[config.mk]
export PLATFORM = sky130hd
export DESIGN_NAME = power_mgmt_status_control
export DESIGN_NICKNAME = d
export VERILOG_FILES = /design/src/rtl/pmsc_pkg.sv /design/src/rtl/power_mgmt_status_control.sv
export SDC_FILE = /design/constraint.sdc
export NUM_CORES = 1
export LEC_CHECK = 0
export ABC_AREA = 1
export BUFFER_PORTS_ARGS = -buffer_cell sky130_fd_sc_hd__buf_2
export CAP_MARGIN = 10
export CORE_MARGIN = 5
export CORE_UTILIZATION = 39
export DETAILED_ROUTE_END_ITERATION = 8
export GPL_TIMING_DRIVEN = 0
export PLACE_DENSITY = 0.75
export SYNTH_ARGS = -nofsm -noshare
export SYNTH_HDL_FRONTEND = slang
export SYNTH_SLANG_ARGS = --single-unit
[constraint.sdc]
create_clock -name pclk -period 1.2 [get_ports pclk]
set_input_delay 0.12 -clock pclk [delete_from_list [all_inputs] [get_ports pclk]]
set_output_delay 0.12 -clock pclk [all_outputs]
set_load 0.02 [all_outputs]
[src/rtl/pmsc_pkg.sv]
// Package with register map, field positions and reset values of the power management control block.
// Functional notes
// - Detect flag at bit 7 of register one reports events only while detect logic is enabled.
// - Writing one to detect acknowledge bit 6 clears detect flag; it reads zero.
// - Detect interrupt enable bit 5 requests an interrupt while detect flag is set.
// - Write-once reset enable bit 4 forces device reset on detect flag when enabled.
// - Stop-qualification bit 3 set disables detection during stop mode.
// - Write-once detect enable bit 2 turns detect logic on and gates other bits.
// - Bit 0 of register one drives the reference buffer enable.
// - Write-once bits accept only the first write after reset.
// - Regulator control bit 7 refuses to set while deep stop select is one.
// - Regulator control clears itself when wake-on-interrupt is set and an interrupt occurs.
// - Regulator status bit 6 reads one while regulator is in standby.
// - Wake-on-interrupt bit 5 makes regulator leave standby on any interrupt.
// - Deep stop recovered flag at bit 3 reads one after recovery from stop2.
// - Writing one to acknowledge bit 2 clears the stop2 recovery flag.
// - Write-once deep stop allow bit 1 locks partial power-down out when zero; it only drives deep_stop_allow and does not block deep stop select.
// - Deep stop select bit 0 picks stop3 or stop2, refuses to set while regulator control.
// - Warning flag bit 7 of register three holds a present or past warning.
// - Warning acknowledge bit 6 clears flag only if the warning is gone.
// - Warning interrupt enable bit 3 requests an interrupt while warning flag is set.
// - Warning flag sets on supply falling below trip, also right after reset.
package pmsc_pkg;
  localparam logic [11:0] ADDR_CTRL1 = 12'h000;
  localparam logic [11:0] ADDR_CTRL2 = 12'h004;
  localparam logic [11:0] ADDR_CTRL3 = 12'h008;
  localparam int B1_DET_FLAG = 7;
  localparam int B1_DET_ACK = 6;
  localparam int B1_DET_IRQ_EN = 5;
  localparam int B1_DET_RST_EN = 4;
  localparam int B1_DET_STOP_QUAL = 3;
  localparam int B1_DET_EN = 2;
  localparam int B1_REF_BUF_EN = 0;
  localparam int B2_REG_CTRL = 7;
  localparam int B2_REG_STATUS = 6;
  localparam int B2_WAKE_INT = 5;
  localparam int B2_DS_FLAG = 3;
  localparam int B2_DS_ACK = 2;
  localparam int B2_DS_ALLOW = 1;
  localparam int B2_DS_SEL = 0;
  localparam int B3_WARN_FLAG = 7;
  localparam int B3_WARN_ACK = 6;
  localparam int B3_WARN_IRQ_EN = 3;
  // Reset values: detect enabled with reset enabled, as a brown-out safe default.
  localparam logic RST_DET_EN = 1'b1;
  localparam logic RST_DET_RST_EN = 1'b1;
endpackage : pmsc_pkg

[src/rtl/power_mgmt_status_control.sv]
// Power management status and control registers with APB slave access.
`timescale 1ns/10ps
`default_nettype none
module power_mgmt_status_control (
  input wire logic pclk,
  input wire logic presetn,
  input wire logic psel,
  input wire logic penable,
  input wire logic pwrite,
  input wire logic [11:0] paddr,
  input wire logic [31:0] pwdata,
  input wire logic [3:0] pstrb,
  output logic [31:0] prdata,
  output logic pready,
  output logic pslverr,
  input wire logic undervolt_detect_in,
  input wire logic undervolt_warning_in,
  input wire logic stop_mode,
  input wire logic regulator_in_standby,
  input wire logic stop2_recovered,
  input wire logic interrupt_active,
  output logic undervolt_detect_irq,
  output logic undervolt_warning_irq,
  output logic undervolt_reset_req,
  output logic reference_buffer_en,
  output logic regulator_standby_ctrl,
  output logic deep_stop_allow,
  output logic deep_stop_select
);

  typedef struct packed {
    logic [1:0] det_s;
    logic [1:0] warn_s;
    logic [1:0] stby_s;
    logic [1:0] rec_s;
    logic [1:0] int_s;
    logic rec_d;
    logic once1;
    logic once2;
    logic det_flag;
    logic det_irq_en;
    logic det_rst_en;
    logic det_stop_qual;
    logic det_en;
    logic ref_buf_en;
    logic reg_ctrl;
    logic wake_int;
    logic ds_flag;
    logic ds_allow;
    logic ds_sel;
    logic warn_flag;
    logic warn_irq_en;
    logic [31:0] rdata;
    logic ready;
    logic err;
    logic det_irq;
    logic warn_irq;
    logic rst_req;
  } state_s;

  state_s st_r;
  state_s st_nxt;

  // Address decode shared by read and write paths.
  function automatic logic [1:0] reg_sel(input logic [11:0] a);
    case (a)
      pmsc_pkg::ADDR_CTRL1: reg_sel = 2'h1;
      pmsc_pkg::ADDR_CTRL2: reg_sel = 2'h2;
      pmsc_pkg::ADDR_CTRL3: reg_sel = 2'h3;
      default: reg_sel = 2'h0;
    endcase
  endfunction : reg_sel

  // Next-state logic: synchronisers, flags, register writes and APB answer.
  always_comb begin
    logic access;
    logic wr;
    logic [1:0] sel;
    logic [7:0] wd;
    logic det_active;
    access = 1'b0;
    wr = 1'b0;
    sel = 2'h0;
    wd = 8'h00;
    det_active = 1'b0;
    st_nxt = st_r;
    st_nxt.det_s = {st_r.det_s[0], undervolt_detect_in};
    st_nxt.warn_s = {st_r.warn_s[0], undervolt_warning_in};
    st_nxt.stby_s = {st_r.stby_s[0], regulator_in_standby};
    st_nxt.rec_s = {st_r.rec_s[0], stop2_recovered};
    st_nxt.int_s = {st_r.int_s[0], interrupt_active};
    st_nxt.rec_d = st_r.rec_s[1];
    // Registered answer: setup cycle, one access cycle with pready low, then an access cycle with pready high.
    access = psel && penable && !st_r.ready;
    sel = reg_sel(paddr);
    wr = access && pwrite && pstrb[0] && (sel != 2'h0);
    wd = pwdata[7:0];
    st_nxt.ready = access;
    st_nxt.err = access && (sel == 2'h0);
    // Register one writes.
    if (wr && sel == 2'h1) begin
      st_nxt.det_irq_en = wd[pmsc_pkg::B1_DET_IRQ_EN];
      st_nxt.det_stop_qual = wd[pmsc_pkg::B1_DET_STOP_QUAL];
      st_nxt.ref_buf_en = wd[pmsc_pkg::B1_REF_BUF_EN];
      if (!st_r.once1) begin
        st_nxt.once1 = 1'b1;
        st_nxt.det_rst_en = wd[pmsc_pkg::B1_DET_RST_EN];
        st_nxt.det_en = wd[pmsc_pkg::B1_DET_EN];
      end
      if (wd[pmsc_pkg::B1_DET_ACK]) begin
        st_nxt.det_flag = 1'b0;
      end
    end
    // Register two writes; select wins over regulator control in one write.
    if (wr && sel == 2'h2) begin
      st_nxt.wake_int = wd[pmsc_pkg::B2_WAKE_INT];
      if (!st_r.once2) begin
        st_nxt.once2 = 1'b1;
        st_nxt.ds_allow = wd[pmsc_pkg::B2_DS_ALLOW];
      end
      if (wd[pmsc_pkg::B2_DS_SEL] && !st_r.reg_ctrl) begin
        st_nxt.ds_sel = 1'b1;
      end else if (!wd[pmsc_pkg::B2_DS_SEL]) begin
        st_nxt.ds_sel = 1'b0;
      end
      if (wd[pmsc_pkg::B2_REG_CTRL] && !st_r.ds_sel && !wd[pmsc_pkg::B2_DS_SEL]) begin
        st_nxt.reg_ctrl = 1'b1;
      end else if (!wd[pmsc_pkg::B2_REG_CTRL]) begin
        st_nxt.reg_ctrl = 1'b0;
      end
      if (wd[pmsc_pkg::B2_DS_ACK]) begin
        st_nxt.ds_flag = 1'b0;
      end
    end
    // Register three writes.
    if (wr && sel == 2'h3) begin
      st_nxt.warn_irq_en = wd[pmsc_pkg::B3_WARN_IRQ_EN];
      if (wd[pmsc_pkg::B3_WARN_ACK] && !st_r.warn_s[1]) begin
        st_nxt.warn_flag = 1'b0;
      end
    end
    // Hardware events set their flags; a set in the clearing cycle wins.
    if (st_r.wake_int && st_r.int_s[1]) begin
      st_nxt.reg_ctrl = 1'b0;
    end
    det_active = st_r.det_en && !(stop_mode && st_r.det_stop_qual);
    if (det_active && st_r.det_s[1]) begin
      st_nxt.det_flag = 1'b1;
    end
    if (st_r.rec_s[1] && !st_r.rec_d) begin
      st_nxt.ds_flag = 1'b1;
    end
    if (st_r.warn_s[1]) begin
      st_nxt.warn_flag = 1'b1;
    end
    st_nxt.det_irq = st_r.det_flag && st_r.det_irq_en && st_r.det_en;
    st_nxt.warn_irq = st_r.warn_flag && st_r.warn_irq_en;
    st_nxt.rst_req = st_r.det_flag && st_r.det_rst_en && st_r.det_en;
    // Read data; acknowledge bits and reserved bit 1 read zero.
    st_nxt.rdata = 32'h0000_0000;
    if (access && !pwrite) begin
      case (sel)
        2'h1: begin
          st_nxt.rdata[pmsc_pkg::B1_DET_FLAG] = st_r.det_flag && st_r.det_en;
          st_nxt.rdata[pmsc_pkg::B1_DET_IRQ_EN] = st_r.det_irq_en;
          st_nxt.rdata[pmsc_pkg::B1_DET_RST_EN] = st_r.det_rst_en;
          st_nxt.rdata[pmsc_pkg::B1_DET_STOP_QUAL] = st_r.det_stop_qual;
          st_nxt.rdata[pmsc_pkg::B1_DET_EN] = st_r.det_en;
          st_nxt.rdata[pmsc_pkg::B1_REF_BUF_EN] = st_r.ref_buf_en;
        end
        2'h2: begin
          st_nxt.rdata[pmsc_pkg::B2_REG_CTRL] = st_r.reg_ctrl;
          st_nxt.rdata[pmsc_pkg::B2_REG_STATUS] = st_r.stby_s[1];
          st_nxt.rdata[pmsc_pkg::B2_WAKE_INT] = st_r.wake_int;
          st_nxt.rdata[pmsc_pkg::B2_DS_FLAG] = st_r.ds_flag;
          st_nxt.rdata[pmsc_pkg::B2_DS_ALLOW] = st_r.ds_allow;
          st_nxt.rdata[pmsc_pkg::B2_DS_SEL] = st_r.ds_sel;
        end
        2'h3: begin
          st_nxt.rdata[pmsc_pkg::B3_WARN_FLAG] = st_r.warn_flag;
          st_nxt.rdata[pmsc_pkg::B3_WARN_IRQ_EN] = st_r.warn_irq_en;
        end
        default: st_nxt.rdata = 32'h0000_0000;
      endcase
    end
  end

  // State register.
  always_ff @(posedge pclk or negedge presetn) begin
    if (!presetn) begin
      st_r <= '0;
      st_r.det_en <= pmsc_pkg::RST_DET_EN;
      st_r.det_rst_en <= pmsc_pkg::RST_DET_RST_EN;
    end else begin
      st_r <= st_nxt;
    end
  end

  // Outputs straight from flip-flops; deep stop select is driven without gating by deep stop allow.
  assign prdata = st_r.rdata;
  assign pready = st_r.ready;
  assign pslverr = st_r.err;
  assign undervolt_detect_irq = st_r.det_irq;
  assign undervolt_warning_irq = st_r.warn_irq;
  assign undervolt_reset_req = st_r.rst_req;
  assign reference_buffer_en = st_r.ref_buf_en;
  assign regulator_standby_ctrl = st_r.reg_ctrl;
  assign deep_stop_allow = st_r.ds_allow;
  assign deep_stop_select = st_r.ds_sel;

endmodule : power_mgmt_status_control
`default_nettype wire

======== Word-level counts from Yosys, hierarchy flattened ========
Cells that the tools add are included.
operators by class
  reduce and logical (&&, ||, !) cells .... 50
  equal/unequal tests ..................... 7
  bitwise gates (word level) .............. 2
  muxes and demuxes ....................... 27
operators with widths
  operator             number
  $logic_and 1x1->1    25
  $mux 1               18
  $reduce_bool 2->1    8
  $reduce_and 2->1     7
  $eq 12x3->1 const B  1
  $eq 12x4->1 const B  1
  $logic_not 12->1     1
  $logic_not 1->1      8
  $mux 8               1
  $mux 6               1
  $pmux 1 s3           2
  $pmux 2 s3           1
  $mux 5               1
  $eq 2x2->1 const B   2
  $pmux 1 s2           2
  $ne 3x1->1 const B   1
  $eq 2x1->1 const B   1
  $logic_not 2->1      1
  $mux 2               1
  $ne 2x1->1 const B   1
  $not 1->1            2
storage, ports and cells
  output and inout bits ................... 41
  flip-flop bits (word level) ............. 63
  word-level logic and storage cells ...... 113

======== Logic depth before layout (Yosys ltp) ========
  word-level depth ........................ 8
  depth in mapped cells ................... 15
  depth with buffers taken out ............ 15

======== Worst setup path after synthesis ========
OpenSTA, ideal clock, no wires.
  kind .................................... input -> register
  from .................................... input port paddr[7]
  to ...................................... register st_r[45] in the netlist's numbering
  buffers on the path ..................... 0
  path slack .............................. -0.543 ns
  arrival time ............................ 1.664 ns
  stages on the path ...................... 14
  path through ............................ nor2_1 -> nand2_1 -> nor3_1 -> nand3_1 -> nor2_1 -> inv_1 -> ha_1 -> inv_1 -> nand3_1 -> nor2_2 -> nand2_2 -> nor2_1 -> nand2_1 -> o21ai_0
on the way
  word-level cells in the longest chain between the ends .. 6
  elaborated cells on any way between the ends .. 9
  classes of those cells .................. eq/ne (3); mux (1); reduce/logical (5)
ends and longest elaborated chain
  what                                       RTL line                          source
  from (decl)                                power_mgmt_status_control.sv:10   input wire logic [11:0] paddr,
  $eq 12x4->1, or another cell as far along  power_mgmt_status_control.sv:66   case (a)
  $pmux 2 s3 (*)                             power_mgmt_status_control.sv:66
  $reduce_bool 2->1                          power_mgmt_status_control.sv:96   wr = access && pwrite && pstrb[0] && (sel != 2'h0);
  $logic_and 1x1->1                          power_mgmt_status_control.sv:96
  $logic_and 1x1->1 (*)                      power_mgmt_status_control.sv:101  if (wr && sel == 2'h1) begin
  $reduce_and 2->1 (no line) (*)             -
  to (signal assigned)                       power_mgmt_status_control.sv:195  st_r <= st_nxt;
  to (decl)                                  power_mgmt_status_control.sv:61   state_s st_r;
Every way passes the cells marked *; elsewhere a longest branch is shown, timed or not.
A chain may end at the register's enable or synchronous reset.

======== Worst setup path in the final report ========
  from .................................... input port paddr[7]
  to ...................................... register st_r[47] in the netlist's numbering
Same word-level chain as after synthesis.

==> impl_metrics.csv <==
group,metric,value,unit
global_route,vias_in_the_first_global_route,1549,
critical_path,path_class,"input pin to register",
power_and_ir_drop,p_total,2.75,mW
drt,drt_iter0_markers,83,
logic_synthesis,flop_and_latch_count_out_of_synthesis,39,
layout,design.final.nets,346,
floorplanning,die-area,0.00591,mm2
logic_synthesis,synthesis.area_per_instance,9.58,um2
drt,drc_violation_count_after_routing,0,
critical_path,path_max_fanout,5,
sta,finClkSkew,0.00876,ns
sta,hold-worst-slack,0.0337,ns
power_and_ir_drop,p_leak,1.44,nW
logic_synthesis,post_synth_instance_area,0.00174,mm2
critical_path,crit_end,"st_r[47]",
layout,fin_cells,336,
sta,slew_headroom,65.1,%
power_and_ir_drop,vdd.ir_drop.worst,0.797,mV
sta,tightestPinTransition,0.524,ns
critical_path,startpoint_type,"input pin",
logic_synthesis,synth.yosys.seq_area_share,56.1,%
drt,drt-pass1-iter-count,4,
sta,finalMaxSlewViolations,0,
status,run_status,"finished with violations",
layout,final_common_cell,"buf_2",
clock_tree,clkSlewWorstSetupHoldPaths,0.07,ns
global_route,globalRouteTotalUtil,13.9,%
critical_path,critical_path.endpoint_type,"register",
clock_tree,max_clock_buf_depth,2,
floorplanning,initial_utilization,40.1,%
clock_tree,clk-insertion-delay-late,0.29,ns
placed_design,dp_hpwl,2610,um
layout,utilization,62.7,%
critical_path,setup.worst_path.start,"paddr[7]",
floorplanning,core.rowCount,24,
min_path,hold_class,"input pin to register",
layout,final_cell_mix,"buf_2, buf_4, dfrtp_1",
critical_path,ff2ff_path_depth,6,
drt,via_count,1430,
logic_synthesis,postSynthCellCount,182,
sta,unrepaired_setup_endpoints_after_global_routing,"true",
layout,n_diodes,0,
clock_tree,cts.sink_count,39,
critical_path,timing.critical_path.slowest_cell_delay,0.24,ns
status,violations,"negative setup slack",
sta,maximum_frequency_from_static_timing_analysis,661,MHz
logic_synthesis,netlist-cell-type-count,24,
placed_design,dp_worst_setup_slack,-0.749,ns
logic_synthesis,yosys_warnings,0,
sta,layout_min_cycle_time,1.51,ns
clock_tree,cts_inserted_buffers,5,
critical_path,critical_path_data_required_time,1.42,ns
sta,timing.final.crit_share,126,%
critical_path,timing.critical_path.slowest_stage_cell,"ha_4",
critical_path,reg2reg_setup_slack,-0.14,ns
critical_path,crit_chain,"buf_6 -> nor2_4 -> nand2_2 -> nor3_4 -> nand4_1 -> ha_4 -> inv_4 -> nand3_4 -> nor2_4 -> nand2_4 -> nor2_4 -> nand2_1 -> o21ai_1",
global_route,global_route.overflow_total,0,
clock_tree,clockRootBuffer,"clkbuf_8",
critical_path,critPathMostFrequentCell,"nor2_4",
drt,antenna_violating_nets_post_route,0,
floorplanning,die_y,76.9,um
power_and_ir_drop,power_density,1010,mW/mm2
sta,setup_ws,-0.313,ns
floorplanning,top_level_ports,100,
run,max_cap_violations,0,
critical_path,critical_path.reg2reg.endpoint,"prdata[3]",
placed_design,routabilityCongestion,0.815,
global_route,grt_start_max_net_pins,40,
floorplanning,core_area,0.00435,mm2
global_route,grt_antenna_before_repair,0,
critical_path,worstPathArrival,1.74,ns
drt,post_drt_via_cell_ratio,4.26,
global_route,grt_first_pass_wirelength,6750,um
placed_design,portBuffers,48,
placed_design,dp_cells,305,
sta,finalSetupViolations,21,
sta,hold_viol_final,0,
critical_path,regToRegStartpoint,"pready",
drt,avgRoutedWirePerCell,12.0,um
floorplanning,die-width,76.9,um
clock_tree,h-tree-depth,2,
drt,routed_wirelength,4040,um
clock_tree,cts_tree,"yes",
layout,area_growth_syn_to_layout,56.6,%
layout,post_route_cells_drive_above_1_share,55.3,%
worst max-delay path: cells and delay by family:
kind            cells  cell delay (ns)
buf+inv             2             0.15
fa+ha+maj           1             0.24
compound gates      1             0.07
simple gates        9             1.12
how the worst min path moves through the flow:
stage	to	depth (start not counted)	start	slack, ns
after floorplan	deep_stop_allow	0	presetn	-0.18
after global placement	st_nxt[56]	1	stop2_recovered	0.23
after detailed placement	st_nxt[56]	1	stop2_recovered	0.23
after CTS	st_r[47]	3	pwdata[4]	0.03
after global routing	st_r[47]	3	pwdata[4]	0.04
final	st_r[47]	3	pwdata[4]	0.03
stage by stage:
stage	area (um2)	setup TNS, ns
after floorplan	1910	-4.64
after CTS	2640	-4.27
after detailed placement	2220	-12.53
after global routing	2730	-7.33
after global placement	2220	-10.43
final	2730	-4.81
flip-flops by register name, summed over array words and instances, names as in the netlist:
name,cells
regulator_standby_ctrl,1
undervolt_detect_irq,1
reference_buffer_en,1
pslverr,1
prdata,8
pready,1
undervolt_warning_irq,1
undervolt_reset_req,1
deep_stop_select,1
st_nxt,6
st_r,16
deep_stop_allow,1
final cells by class:
cell class | instances | area, um2
Tap cell | 52 | 65.1
Clock buffer | 6 | 82.6
Sequential cell | 39 | 980
Timing Repair Buffer | 71 | 479
Clock inverter | 2 | 35.0
Fill cell | 328 | 1620
Inverter | 22 | 95.1
Multi-Input combinational cell | 111 | 743
Buffer | 33 | 251
power by group:
part | internal [mW] | switching (mW) | leakage (nW)
sequential | 1.34 | 0.00674 | 0.473
clock | 0.672 | 0.441 | 0.0612
combinational | 0.128 | 0.162 | 0.902
total | 2.14 | 0.610 | 1.44
cell usage after synthesis (all sizes together):
cell type   n  share of area (%)
o21ai      10                2.9
dfstp       2                3.0
a22o        1               0.50
or2         3                1.1
nand4       2               0.72
a211oi      2               0.86
nor2       18                4.0
inv        22                4.7
nor3        4                1.1
ha          4                2.9
xor2        1               0.50
a221oi      1               0.50
nand2      32                7.0
buf        33                 14
dfrtp      37                 53
nand3       5                1.7
clkbuf      1               0.22
a21oi       3               0.86
conb        1               0.22
what timing repair did:
| action | 4_1_cts | 5_1_grt |
|---|---|---|
| setup buffers | 11 | 9 |
| pin swaps | 18 | 15 |
| hold buffers | 6 | 0 |
| gates resized for setup | 40 | 23 |
| endpoints found under the hold margin | 42 | 0 |
| gates cloned | 1 | 0 |
| endpoints found under the setup margin | 20 | 60 |
kinds of logic after synthesis:
| logic type | after synthesis | share of synthesized area (%) |
|---|---|---|
| AND/OR/NAND/NOR | 64 | 15.7 |
| buffers and inverters | 56 | 19.0 |
| flip-flops | 39 | 56.1 |
| AO/OA/AOI/OAI | 17 | 5.60 |
| adder cells (fa/ha/maj) | 4 | 2.87 |
| XOR/XNOR | 1 | 0.502 |
| other | 1 | 0.215 |
routing by layer:
layer	routed length [um]	vias to the layer above	GRT usage, %
met5	0	-	0
met1	1510	667	14.2
met2	2180	51	26.2
met4	27	0	4.72
met3	317	2	4.45
li1	-	710	-
No activity file was read; power rests on OpenSTA's default activity.
